$ cat src/pin_mux_pkg.sv
// Constants, register map and carrier types for the debug/reset pin mux.
// Assumes a single 250 MHz system clock and a 32-bit AXI4-Lite slave port.
package pin_mux_pkg;

  ////////////////////////////////////////////////////////////////////////////
  // Clock and timing
  localparam int unsigned SYS_CLK_HZ = 250_000_000;
  // Lockout after power-on, in milliseconds
  localparam int unsigned LOCKOUT_MS = 30;
  // Low-speed RC oscillator rate, arbitrary plain default
  localparam int unsigned OSC_HZ_DEFAULT = 32_000;
  // Oscillator ticks that make up the lockout
  localparam int unsigned LOCKOUT_TICKS_DEFAULT =
    (LOCKOUT_MS * OSC_HZ_DEFAULT + 999) / 1000;
  localparam int unsigned LOCK_CNT_W = 16;

  ////////////////////////////////////////////////////////////////////////////
  // Register map (byte addresses)
  localparam int unsigned ADDR_W = 12;
  localparam logic [ADDR_W-1:0] IO_FUNCTION_CONFIG_OFS = 12'h000;
  localparam logic [ADDR_W-1:0] PORT1_PULLUP_ENABLE_OFS = 12'h004;
  localparam logic [ADDR_W-1:0] PIN_MUX_STATUS_OFS = 12'h008;

  // Field positions
  localparam int unsigned CFG_RST_MUX_BIT = 5;
  localparam int unsigned CFG_SWD_MUX_BIT = 6;
  localparam int unsigned PUE_P18_BIT = 8;
  localparam int unsigned PUE_P19_BIT = 9;
  localparam int unsigned STS_SWD_MUXED_BIT = 0;
  localparam int unsigned STS_RST_MUXED_BIT = 1;
  localparam int unsigned STS_LOCK_DONE_BIT = 2;

  // Reset values
  localparam logic [31:0] IO_FUNCTION_CONFIG_RST = 32'h0000_0000;
  localparam logic [31:0] PORT1_PULLUP_ENABLE_RST = 32'h0000_0000;
  // Writable bits of each register
  localparam logic [31:0] IO_FUNCTION_CONFIG_MASK = 32'h0000_0060;
  localparam logic [31:0] PORT1_PULLUP_ENABLE_MASK = 32'h0000_ffff;

  // AXI response codes
  localparam logic [1:0] RESP_OKAY = 2'h0;
  localparam logic [1:0] RESP_SLVERR = 2'h2;

  ////////////////////////////////////////////////////////////////////////////
  // Carrier types
  typedef struct packed {
    logic rst_mux;
    logic swd_mux;
  } io_cfg_s;

  // Drive request for one pin: level and output enable
  typedef struct packed {
    logic out;
    logic oe;
  } pin_drive_s;

endpackage : pin_mux_pkg

$ cat src/lockout_timer.sv
// Power-on lockout timer counted on low-speed oscillator ticks.
// Assumes osc_tick is a one-cycle pulse synchronous to aclk.
`timescale 1ns/1ps
`default_nettype none
module lockout_timer #(
  parameter int unsigned TICKS = pin_mux_pkg::LOCKOUT_TICKS_DEFAULT
) (
  input wire logic aclk,
  input wire logic aresetn,
  input wire logic osc_tick,
  output logic done
);
  import pin_mux_pkg::*;

  localparam logic [LOCK_CNT_W-1:0] LAST = LOCK_CNT_W'(TICKS - 1);

  logic [LOCK_CNT_W-1:0] count_reg;
  logic done_reg;

  ////////////////////////////////////////////////////////////////////////////
  // Count oscillator ticks until the lockout has run out
  always_ff @(posedge aclk) begin
    if (!aresetn) begin
      count_reg <= '0;
      done_reg <= 1'b0;
    end else if (osc_tick && !done_reg) begin
      if (count_reg == LAST) begin
        done_reg <= 1'b1;
      end else begin
        count_reg <= count_reg + 1'b1;
      end
    end
  end

  assign done = done_reg;

endmodule // lockout_timer
`default_nettype wire

$ cat src/debug_reset_pin_mux.sv
// Pin-function mux for the two serial-wire debug pins and the reset pin.
// Assumes an AXI4-Lite master, a debug engine, port logic and a reset
// generator around it; the pad ring resolves levels from the enables.
//
// Contract
// - In debug function the clock pin is only ever an input.
// - The data pin turns around on the engine's request, input otherwise.
// - Under debug muxing the clock pin is P1.8 and the data pin is P1.9.
// - After hard reset both pins debug; bit 6 set makes them GPIO.
// - In debug function both pull-ups stay on whatever software writes.
// - As GPIO the pull-ups follow pull-up enable bits 8 and 9.
// - The debug mux waits for the 30 ms lockout after power-on.
// - Once muxed the debug port offers no access, erase or download.
// - The reset pin resets by default; bit 5 set makes it P0.2.
// - In reset function execution waits for the pin's release.
// - With reset muxing only watchdog or power cause hard reset.
// - Reset muxing leaves the debug port fully usable.
`timescale 1ns/1ps
`default_nettype none
module debug_reset_pin_mux #(
  parameter int unsigned LOCKOUT_TICKS = pin_mux_pkg::LOCKOUT_TICKS_DEFAULT
) (
  input wire logic aclk,
  input wire logic aresetn,
  // AXI4-Lite write address
  input wire logic awvalid,
  output logic awready,
  input wire logic [pin_mux_pkg::ADDR_W-1:0] awaddr,
  input wire logic [2:0] awprot,
  // AXI4-Lite write data
  input wire logic wvalid,
  output logic wready,
  input wire logic [31:0] wdata,
  input wire logic [3:0] wstrb,
  // AXI4-Lite write response
  output logic bvalid,
  input wire logic bready,
  output logic [1:0] bresp,
  // AXI4-Lite read address
  input wire logic arvalid,
  output logic arready,
  input wire logic [pin_mux_pkg::ADDR_W-1:0] araddr,
  input wire logic [2:0] arprot,
  // AXI4-Lite read data
  output logic rvalid,
  input wire logic rready,
  output logic [31:0] rdata,
  output logic [1:0] rresp,
  // Low-speed RC oscillator tick
  input wire logic low_speed_rc_oscillator,
  // Debug clock pin
  input wire logic swclk_pin_in,
  output logic swclk_pin_out,
  output logic swclk_pin_oe,
  output logic swclk_pullup_en,
  // Debug data pin
  input wire logic swdio_pin_in,
  output logic swdio_pin_out,
  output logic swdio_pin_oe,
  output logic swdio_pullup_en,
  // External reset pin
  input wire logic external_reset_pin_in,
  output logic external_reset_pin_out,
  output logic external_reset_pin_oe,
  // Debug engine side
  input wire pin_mux_pkg::pin_drive_s dbg_swdio_drive,
  output logic dbg_swclk,
  output logic dbg_swdio_in,
  output logic dbg_access_en,
  // Port logic side: P1.8, P1.9, P0.2
  input wire pin_mux_pkg::pin_drive_s p1_8_drive,
  input wire pin_mux_pkg::pin_drive_s p1_9_drive,
  input wire pin_mux_pkg::pin_drive_s p0_2_drive,
  output logic p1_8_in,
  output logic p1_9_in,
  output logic p0_2_in,
  // Reset generator side
  input wire logic watchdog_reset_req,
  output logic hard_reset_req,
  output logic exec_hold
);
  import pin_mux_pkg::*;

  ////////////////////////////////////////////////////////////////////////////
  // Declarations
  logic aw_held_reg;
  logic w_held_reg;
  logic [ADDR_W-1:0] waddr_reg;
  logic [31:0] wdata_reg;
  logic [3:0] wstrb_reg;
  logic bvalid_reg;
  logic [1:0] bresp_reg;
  logic rvalid_reg;
  logic [31:0] rdata_reg;
  logic [1:0] rresp_reg;
  logic [31:0] cfg_reg;
  logic [31:0] pue_reg;
  io_cfg_s eff_reg;
  logic lock_done;
  logic do_write;
  logic wr_hit_cfg;
  logic wr_hit_pue;
  logic [31:0] strb_mask;
  logic [31:0] status_word;
  logic swclk_out_reg, swclk_oe_reg, swclk_pu_reg;
  logic swdio_out_reg, swdio_oe_reg, swdio_pu_reg;
  logic rst_out_reg, rst_oe_reg;
  logic dbg_swclk_reg, dbg_swdio_in_reg, dbg_access_reg;
  logic p18_in_reg, p19_in_reg, p02_in_reg;
  logic hard_reset_reg, exec_hold_reg;

  // Address decode shared by the read and write paths
  function automatic logic is_mapped(input logic [ADDR_W-1:0] a);
    return (a == IO_FUNCTION_CONFIG_OFS) ||
           (a == PORT1_PULLUP_ENABLE_OFS) ||
           (a == PIN_MUX_STATUS_OFS);
  endfunction

  // Expand byte strobes to a bit mask
  function automatic logic [31:0] expand_strb(input logic [3:0] s);
    logic [31:0] m;
    m = '0;
    for (int i = 0; i < 4; i++) begin
      m[i*8 +: 8] = {8{s[i]}};
    end
    return m;
  endfunction

  ////////////////////////////////////////////////////////////////////////////
  // Power-on lockout
  // lockout timer
  lockout_timer #(
    .TICKS(LOCKOUT_TICKS)
  ) u_lockout (
    .aclk(aclk),
    .aresetn(aresetn),
    .osc_tick(low_speed_rc_oscillator),
    .done(lock_done)
  );

  ////////////////////////////////////////////////////////////////////////////
  // AXI4-Lite write path
  assign do_write = aw_held_reg && w_held_reg && !bvalid_reg;
  assign wr_hit_cfg = do_write && (waddr_reg == IO_FUNCTION_CONFIG_OFS);
  assign wr_hit_pue = do_write && (waddr_reg == PORT1_PULLUP_ENABLE_OFS);
  assign strb_mask = expand_strb(wstrb_reg);

  // Capture the write address
  always_ff @(posedge aclk) begin
    if (!aresetn) begin
      aw_held_reg <= 1'b0;
      waddr_reg <= '0;
    end else if (awvalid && !aw_held_reg) begin
      aw_held_reg <= 1'b1;
      waddr_reg <= awaddr;
    end else if (do_write) begin
      aw_held_reg <= 1'b0;
    end
  end

  // Capture the write data
  always_ff @(posedge aclk) begin
    if (!aresetn) begin
      w_held_reg <= 1'b0;
      wdata_reg <= '0;
      wstrb_reg <= '0;
    end else if (wvalid && !w_held_reg) begin
      w_held_reg <= 1'b1;
      wdata_reg <= wdata;
      wstrb_reg <= wstrb;
    end else if (do_write) begin
      w_held_reg <= 1'b0;
    end
  end

  // Write response
  always_ff @(posedge aclk) begin
    if (!aresetn) begin
      bvalid_reg <= 1'b0;
      bresp_reg <= RESP_OKAY;
    end else if (do_write) begin
      bvalid_reg <= 1'b1;
      bresp_reg <= is_mapped(waddr_reg) ? RESP_OKAY : RESP_SLVERR;
    end else if (bready) begin
      bvalid_reg <= 1'b0;
    end
  end

  ////////////////////////////////////////////////////////////////////////////
  // Configuration registers
  // debug after reset
  always_ff @(posedge aclk) begin
    if (!aresetn) begin
      cfg_reg <= IO_FUNCTION_CONFIG_RST;
    end else if (wr_hit_cfg) begin
      // Early writes are kept; the lockout gates bit 6 later
      cfg_reg <= (cfg_reg & ~(strb_mask & IO_FUNCTION_CONFIG_MASK)) |
                 (wdata_reg & strb_mask & IO_FUNCTION_CONFIG_MASK);
    end
  end

  // Port 1 pull-up enables
  always_ff @(posedge aclk) begin
    if (!aresetn) begin
      pue_reg <= PORT1_PULLUP_ENABLE_RST;
    end else if (wr_hit_pue) begin
      pue_reg <= (pue_reg & ~(strb_mask & PORT1_PULLUP_ENABLE_MASK)) |
                 (wdata_reg & strb_mask & PORT1_PULLUP_ENABLE_MASK);
    end
  end

  ////////////////////////////////////////////////////////////////////////////
  // Effective pin functions
  // debug mux applies after lockout, reset mux at once
  always_ff @(posedge aclk) begin
    if (!aresetn) begin
      eff_reg <= '0;
    end else begin
      eff_reg.swd_mux <= cfg_reg[CFG_SWD_MUX_BIT] && lock_done;
      eff_reg.rst_mux <= cfg_reg[CFG_RST_MUX_BIT];
    end
  end

  ////////////////////////////////////////////////////////////////////////////
  // AXI4-Lite read path
  always_comb begin
    status_word = '0;
    status_word[STS_SWD_MUXED_BIT] = eff_reg.swd_mux;
    status_word[STS_RST_MUXED_BIT] = eff_reg.rst_mux;
    status_word[STS_LOCK_DONE_BIT] = lock_done;
  end

  // Read data and response
  always_ff @(posedge aclk) begin
    if (!aresetn) begin
      rvalid_reg <= 1'b0;
      rdata_reg <= '0;
      rresp_reg <= RESP_OKAY;
    end else if (arvalid && !rvalid_reg) begin
      rvalid_reg <= 1'b1;
      rresp_reg <= is_mapped(araddr) ? RESP_OKAY : RESP_SLVERR;
      case (araddr)
        IO_FUNCTION_CONFIG_OFS: rdata_reg <= cfg_reg;
        PORT1_PULLUP_ENABLE_OFS: rdata_reg <= pue_reg;
        PIN_MUX_STATUS_OFS: rdata_reg <= status_word;
        default: rdata_reg <= '0;
      endcase
    end else if (rready) begin
      rvalid_reg <= 1'b0;
    end
  end

  ////////////////////////////////////////////////////////////////////////////
  // Debug clock pin / P1.8
  // clock not driven in debug function
  always_ff @(posedge aclk) begin
    if (!aresetn) begin
      swclk_out_reg <= 1'b0;
      swclk_oe_reg <= 1'b0;
    end else begin
      swclk_out_reg <= eff_reg.swd_mux & p1_8_drive.out;
      swclk_oe_reg <= eff_reg.swd_mux & p1_8_drive.oe;
    end
  end

  ////////////////////////////////////////////////////////////////////////////
  // Debug data pin / P1.9
  // data turnaround
  always_ff @(posedge aclk) begin
    if (!aresetn) begin
      swdio_out_reg <= 1'b0;
      swdio_oe_reg <= 1'b0;
    end else if (eff_reg.swd_mux) begin
      swdio_out_reg <= p1_9_drive.out;
      swdio_oe_reg <= p1_9_drive.oe;
    end else begin
      swdio_out_reg <= dbg_swdio_drive.out;
      swdio_oe_reg <= dbg_swdio_drive.oe;
    end
  end

  ////////////////////////////////////////////////////////////////////////////
  // Pull-ups of both debug pins
  // forced pull-up
  always_ff @(posedge aclk) begin
    if (!aresetn) begin
      swclk_pu_reg <= 1'b1;
      swdio_pu_reg <= 1'b1;
    end else begin
      swclk_pu_reg <= !eff_reg.swd_mux || pue_reg[PUE_P18_BIT];
      swdio_pu_reg <= !eff_reg.swd_mux || pue_reg[PUE_P19_BIT];
    end
  end

  ////////////////////////////////////////////////////////////////////////////
  // Inputs toward the debug engine and port logic
  // debug cut off
  always_ff @(posedge aclk) begin
    if (!aresetn) begin
      dbg_swclk_reg <= 1'b1;
      dbg_swdio_in_reg <= 1'b1;
      dbg_access_reg <= 1'b1;
      p18_in_reg <= 1'b0;
      p19_in_reg <= 1'b0;
    end else begin
      // Idle-high levels to the engine while muxed
      dbg_swclk_reg <= eff_reg.swd_mux ? 1'b1 : swclk_pin_in;
      dbg_swdio_in_reg <= eff_reg.swd_mux ? 1'b1 : swdio_pin_in;
      dbg_access_reg <= !eff_reg.swd_mux;
      p18_in_reg <= eff_reg.swd_mux & swclk_pin_in;
      p19_in_reg <= eff_reg.swd_mux & swdio_pin_in;
    end
  end

  ////////////////////////////////////////////////////////////////////////////
  // Reset pin / P0.2
  // reset pin as P0.2
  always_ff @(posedge aclk) begin
    if (!aresetn) begin
      rst_out_reg <= 1'b0;
      rst_oe_reg <= 1'b0;
      p02_in_reg <= 1'b0;
    end else begin
      rst_out_reg <= eff_reg.rst_mux & p0_2_drive.out;
      rst_oe_reg <= eff_reg.rst_mux & p0_2_drive.oe;
      p02_in_reg <= eff_reg.rst_mux & external_reset_pin_in;
    end
  end

  // Reset requests and execution hold
  // hold until release
  always_ff @(posedge aclk) begin
    if (!aresetn) begin
      hard_reset_reg <= 1'b0;
      exec_hold_reg <= 1'b1;
    end else begin
      hard_reset_reg <= watchdog_reset_req ||
                        (!eff_reg.rst_mux && !external_reset_pin_in);
      exec_hold_reg <= !eff_reg.rst_mux && !external_reset_pin_in;
    end
  end

  ////////////////////////////////////////////////////////////////////////////
  // Output assignments, all from flip-flops
  assign awready = !aw_held_reg;
  assign wready = !w_held_reg;
  assign bvalid = bvalid_reg;
  assign bresp = bresp_reg;
  assign arready = !rvalid_reg;
  assign rvalid = rvalid_reg;
  assign rdata = rdata_reg;
  assign rresp = rresp_reg;
  assign swclk_pin_out = swclk_out_reg;
  assign swclk_pin_oe = swclk_oe_reg;
  assign swclk_pullup_en = swclk_pu_reg;
  assign swdio_pin_out = swdio_out_reg;
  assign swdio_pin_oe = swdio_oe_reg;
  assign swdio_pullup_en = swdio_pu_reg;
  assign external_reset_pin_out = rst_out_reg;
  assign external_reset_pin_oe = rst_oe_reg;
  assign dbg_swclk = dbg_swclk_reg;
  assign dbg_swdio_in = dbg_swdio_in_reg;
  assign dbg_access_en = dbg_access_reg;
  assign p1_8_in = p18_in_reg;
  assign p1_9_in = p19_in_reg;
  assign p0_2_in = p02_in_reg;
  assign hard_reset_req = hard_reset_reg;
  assign exec_hold = exec_hold_reg;

endmodule // debug_reset_pin_mux
`default_nettype wire

$ cat config.mk
export PLATFORM = sky130hd
export DESIGN_NAME = debug_reset_pin_mux
export DESIGN_NICKNAME = d
export VERILOG_FILES = /design/src/pin_mux_pkg.sv /design/src/lockout_timer.sv /design/src/debug_reset_pin_mux.sv
export SDC_FILE = /design/constraint.sdc
export NUM_CORES = 1
export LEC_CHECK = 0
export BUFFER_PORTS_ARGS = -buffer_cell sky130_fd_sc_hd__clkbuf_2
export CORE_MARGIN = 8
export CORE_UTILIZATION = 50
export DETAILED_ROUTE_END_ITERATION = 10
export PLACE_DENSITY = 0.79
export RECOVER_POWER = 50
export SLEW_MARGIN = 25
export SYNTH_ARGS = -nofsm -noshare
export SYNTH_HDL_FRONTEND = slang
export SYNTH_HIERARCHICAL = 1
export SYNTH_SLANG_ARGS = --single-unit
$ cat constraint.sdc
create_clock -name aclk -period 1.9 [get_ports aclk]
set_input_delay 0.19 -clock aclk [delete_from_list [all_inputs] [get_ports aclk]]
set_output_delay 0.19 -clock aclk [all_outputs]
set_load 0.005 [all_outputs]
### Yosys cells after proc, flatten, opt, wreduce, memory -nomap -nowiden

Cells that the tools add are included.

| storage, ports and cells | value |
|---|---|
| flip-flop bits (word level) | 169 |
| output and inout port bits | 57 |
| logic and storage cells | 100 |

| operators by class | value |
|---|---|
| $add $sub $neg | 1 |
| reduce and logical (&&, ||, !) cells | 34 |
| muxes and demuxes | 12 |
| equality and inequality tests | 5 |
| bitwise operators | 16 |

Operator list:

| kind | number |
|---|---|
| case mux 32 bit (3 select lines) | 1 |
| AND 32 bit | 2 |
| inverter 16 -> 32 bit | 1 |
| inverter 7 -> 32 bit | 1 |
| bitwise OR 32 x 16 -> 32 bit | 1 |
| bitwise OR 32 x 7 -> 32 bit | 1 |
| == test 12 x 3 -> 1 bit (second input constant) | 2 |
| == test 12 x 4 -> 1 bit (second input constant) | 2 |
| zero test 12 bit | 2 |
| adder 16 x 1 -> 16 bit (second input constant) | 1 |
| AND 16 bit | 1 |
| == test 16 x 10 -> 1 bit (second input constant) | 1 |
| logical AND 1 bit | 10 |
| two-way mux 1 bit | 9 |
| zero test 1 bit | 8 |
| nonzero test 2 bit | 4 |
| AND 1 bit | 7 |
| logical OR 1 bit | 7 |
| two-way mux 2 bit | 2 |
| AND reduction 2 bit | 2 |
| inverter 1 bit | 2 |
| OR reduction 2 bit | 1 |

### Logic depth before layout (Yosys ltp)

| depth | value |
|---|---|
| word-level depth | 4 |
| depth in mapped cells | 5 |

### Cells and area by module

Netlist, hierarchy kept.

By module, submodules not included:

| module | area an instance (um^2) | seq. area each (um^2) | times used | cells an instance |
|---|---|---|---|---|
| debug_reset_pin_mux | 3375.7 | 1761.7 | 1 | 358 |
| lockout_timer | 854.6 | 340.3 | 1 | 99 |

### Worst setup path after synthesis

No wires, ideal clock.

| timing path | value |
|---|---|
| kind | register -> register |
| start | register rvalid_reg, in the netlist rvalid |
| end | register rdata_reg[5], in the netlist rdata[5] |
| library setup time | 0.087 ns |
| required time | 1.813 ns |
| clock period less this slack | 1.735 ns |
| cell stages (with the launch flop) | 4 |
| buffers on the path | 0 |
| path slack | 0.165 ns |
| arrival time | 1.648 ns |
| path through | dfxtp_1 -> or4b_4 -> or4_4 -> o31ai_1 |

| on the way | value |
|---|---|
| longest elaborated chain between the ends | 2 |

RTL lines:

| what | line | RTL |
|---|---|---|
| start, declared | debug_reset_pin_mux.sv:93 | `logic rvalid_reg;` |
| start signal, assigned | debug_reset_pin_mux.sv:236 | `rvalid_reg <= 1'b0;` |
| start signal, assigned | debug_reset_pin_mux.sv:240 | `rvalid_reg <= 1'b1;` |
| start signal, assigned | debug_reset_pin_mux.sv:249 | `rvalid_reg <= 1'b0;` |
| zero test 1 bit | debug_reset_pin_mux.sv:239 | `end else if (arvalid && !rvalid_reg) begin` |
| logical AND 1 bit | debug_reset_pin_mux.sv:239 |  |
| end signal, assigned | debug_reset_pin_mux.sv:243 | `IO_FUNCTION_CONFIG_OFS: rdata_reg <= cfg_reg;` |
| end signal, assigned | debug_reset_pin_mux.sv:244 | `PORT1_PULLUP_ENABLE_OFS: rdata_reg <= pue_reg;` |
| end signal, assigned | debug_reset_pin_mux.sv:245 | `PIN_MUX_STATUS_OFS: rdata_reg <= status_word;` |
| end, declared | debug_reset_pin_mux.sv:94 | `logic [31:0] rdata_reg;` |

Every way passes these cells.
A chain may end at the register's enable or synchronous reset.

### Worst setup path after layout

| timing path | value |
|---|---|
| start | register u_lockout.count_reg[12] |
| end | register u_lockout.count_reg[0] |

| on the way | value |
|---|---|
| longest elaborated chain between the ends | 3 |

RTL lines:

| what | line | RTL |
|---|---|---|
| start, declared | lockout_timer.sv:17 | `logic [LOCK_CNT_W-1:0] count_reg;` |
| start signal, assigned | lockout_timer.sv:30 | `count_reg <= count_reg + 1'b1;` |
| == test 16 x 10 -> 1 bit | lockout_timer.sv:27 | `if (count_reg == LAST) begin` |
| inverter 1 bit (no line) | n/a |  |
| AND reduction 2 bit (no line) | n/a |  |

Every way passes these cells.

==> flow_summary.json <==
{
  "p_seq_share_pct": 58.7,
  "p_sw_uw": 982,
  "avgSynthCellArea_um2": 9.26,
  "wl_per_cell_um": 14.2,
  "grt_max_degree": 96,
  "yosys_warnings": 6,
  "clock_latency_ns": 0.37,
  "netlist_area_mm2": 0.00423,
  "worstSetupPathType": "flip-flop to flip-flop",
  "gp_congestion": 0.859,
  "synthDistinctLibCells": 50,
  "ir_worst_vdd_mv": 0.383,
  "power_density_mw_per_mm2": 789,
  "htreeDepth": 3,
  "rsz0062_at_grt": "no",
  "dr_total_vias": 3409,
  "slew_headroom_pct": 46.2,
  "ys_ff_latch": 105,
  "cts_resized": 0,
  "io_buffers": 100,
  "ys_seq_area_share_pct": 49.7,
  "pwr-share-clk_pct": 33.3,
  "finalSetupViolCount": 0,
  "drt_wl_total_mm": 9.47,
  "postSynthCellCount": 457,
  "cp_slowest_cell": "or4_4",
  "cts_buffers": 9,
  "postCtsHoldBufs": 0,
  "drt_first_pass_iters": 4,
  "cpPeakStageDelay_ns": 0.53,
  "placementRows": 33,
  "pwr-share-comb_pct": 8.0,
  "worstSetupStartpointType": "flip-flop",
  "grt_antenna_before_repair": 0,
  "fmax_ghz": 0.552,
  "synth_ff_type": "dfxtp_1",
  "switching_share_pct": 25.1,
  "cap_viol_max_count": 0,
  "grtUsageTotal_pct": 16.5,
  "clk_pin_slew_worst_paths_ns": 0.10,
  "ant_nets": 0,
  "seqCellArea_mm2": 0.00210,
  "p_int_uw": 2930,
  "critical_path_required_ns": 2.15,
  "dr.first_iter.drc_count": 146,
  "worstPathMaxFanout": 9,
  "num_antenna_cells": 0,
  "finalHoldViolCount": 0,
  "period_minus_slack_ns": 1.81,
  "status": "finished, final reports clean",
  "core_mm2": 0.00822,
  "arrival_ns": 2.06,
  "setup_ws_ns": 0.0895,
  "multi_input_area_mm2": 0.00195,
  "drive_gt1_share_pct": 19.6,
  "postCtsSetupRepairBufs": 0,
  "drc": 0,
  "synth-async-reset-ratio_pct": 0,
  "cp-end-kind": "flip-flop",
  "fin_skew_ns": 0.0114,
  "synth_top_cell_by_area": "dfxtp_1",
  "dp_slack_ns": 0.134,
  "start_util_pct": 51.5,
  "pin_count": 143,
  "totalNegativeSetupSlack_ns": 0,
  "grt_pass1_wl_mm": 15.7,
  "synth.area.top_cells": "dfxtp_1 50%, nand2_1 9.6%, mux2i_1 5.9%, a21boi_0 5.7%, buf_4 3.2%",
  "drv_slew": 0,
  "max_slew.worst_pin.slew_ns": 0.808,
  "cts-root-buf": "clkbuf_8",
  "hpwl_mm": 7.07,
  "holdCritPathClass": "primary input to flip-flop",
  "synth_commonest_cells": "108 x nand2_1, 105 x dfxtp_1, 32 x a21boi_0",
  "vias_per_cell": 5.12,
  "fin_crit_sh_pct": 95.3,
  "overflow": 0,
  "power_leakage_uw": 0.00211,
  "critical_path.cell_chain": "or4_4 > nor4_4 > nor2b_1 > mux2i_1",
  "cts_tree": "built",
  "final_net_count": 643,
  "clkSinkCount": 105,
  "yosysMostFrequentCell": "nand2_1",
  "syn2layout_area_growth_pct": 17.1,
  "cpLargestDelayFamily": "simple AND/OR/NAND/NOR gates",
  "die-area_mm2": 0.0117,
  "synth_top_area_share_pct": 49.7,
  "synth_edf_count": 0,
  "die_h_um": 108,
  "nFillCells": 759,
  "clk_path_buf_depth": 2,
  "grt_pass1_vias": 3421,
  "crit_buf_inv": 0,
  "fp.dieW_um": 108
}
-- cells in the final DEF (no fill, tap or decap), types with 3 or more instances in the layout --
cell / synthesis / layout
a21boi_0: 32 / 32
clkbuf_1: 20 / 28
nor4bb_1: 3 / 3
conb_1: 1 / 18
dfxtp_1: 105 / 105
nand4_1: 6 / 6
inv_1: 7 / 7
nand3_1: 7 / 7
nand4b_1: 3 / 3
nand2_1: 108 / 108
or4_1: 4 / 4
clkbuf_2: 0 / 72
nor2_1: 13 / 13
o21ai_0: 3 / 3
a22oi_1: 3 / 3
or3_1: 5 / 5
buf_4: 18 / 8
nor4_1: 7 / 6
nor2b_1: 8 / 8
a21oi_1: 8 / 8
o31ai_1: 3 / 3
mux2i_1: 25 / 25
o2bb2ai_1: 3 / 3
a22o_1: 11 / 11
and3_1: 11 / 11
nand2b_1: 6 / 6
xnor2_1: 4 / 4
nand3b_1: 3 / 3
clkbuf_8: 0 / 10
-- cell families (layout without fill, tap and decap cells) --
| group | after synthesis | in the layout | share of synthesized area (%) |
|---|---|---|---|
| other | 1 | 18 | 0.0886 |
| adder cells (fa/ha/maj) | 1 | 1 | 0.296 |
| multiplexers | 25 | 25 | 5.92 |
| AND/OR/NAND/NOR | 200 | 200 | 24.3 |
| flip-flops | 105 | 105 | 49.7 |
| buffers and inverters | 47 | 134 | 5.80 |
| XOR/XNOR | 6 | 6 | 1.24 |
| AO/OA/AOI/OAI | 72 | 72 | 12.7 |
-- final timing paths --
check | endpoint | start | cells after the start | slack (ns)
min reg2reg | flip-flop | flip-flop | 2 | 0.46
max | u_lockout/count_reg[0] | u_lockout/count_reg[12] | 4 | 0.09
max reg2reg | u_lockout/count_reg[0] | u_lockout/count_reg[12] | 4 | 0.09
min | hard_reset_req | watchdog_reset_req | 2 | 0.02
-- power groups by stage --
stage / registers [uW] / logic, uW / clock network (uW)
after floorplan: 2340 / 203 / 0
after global placement: 2340 / 309 / 0
after detailed placement: 2350 / 318 / 0
after CTS: 2290 / 319 / 1320
after global routing: 2300 / 357 / 1420
final: 2290 / 313 / 1300
-- cell type report --
class / count / share of cell area, %
flip-flops and latches: 105 / 42.4
inverters: 7 / 0.530
well taps: 105 / 2.65
repair buffers: 111 / 11.2
clock inverters: 6 / 1.01
clock buffers: 10 / 2.78
multi-input cells: 322 / 39.4
-- worst register-to-register path, stage by stage, from the launching register on --
cell and delay (ns):
dfxtp_1 0.34, or4_4 0.53, nor4_4 0.49, nor2b_1 0.18
mux2i_1 0.15
-- stage by stage --
step	hold slack (ns)	power, uW	area [um2]	std cells	util (%)
after floorplan	0.290	2540	4290	474	-
after global placement	0.392	2650	4810	650	58.5
after detailed placement	0.405	2660	4810	650	58.5
after CTS	0.00565	3930	5000	666	60.8
after global routing	0.00852	4080	4950	666	60.3
final	0.0220	3910	4950	666	60.3
-- per-layer routing --
| layer | vias up | track usage [%] | wire [um] |
|---|---|---|---|
| met5 | - | 0 | 0 |
| met1 | 1563 | 18.7 | 4130 |
| li1 | 1745 | - | - |
| met4 | 0 | 5.95 | 112 |
| met3 | 10 | 5.00 | 639 |
| met2 | 91 | 28.5 | 4580 |
Power figures use the tool's default switching activity.
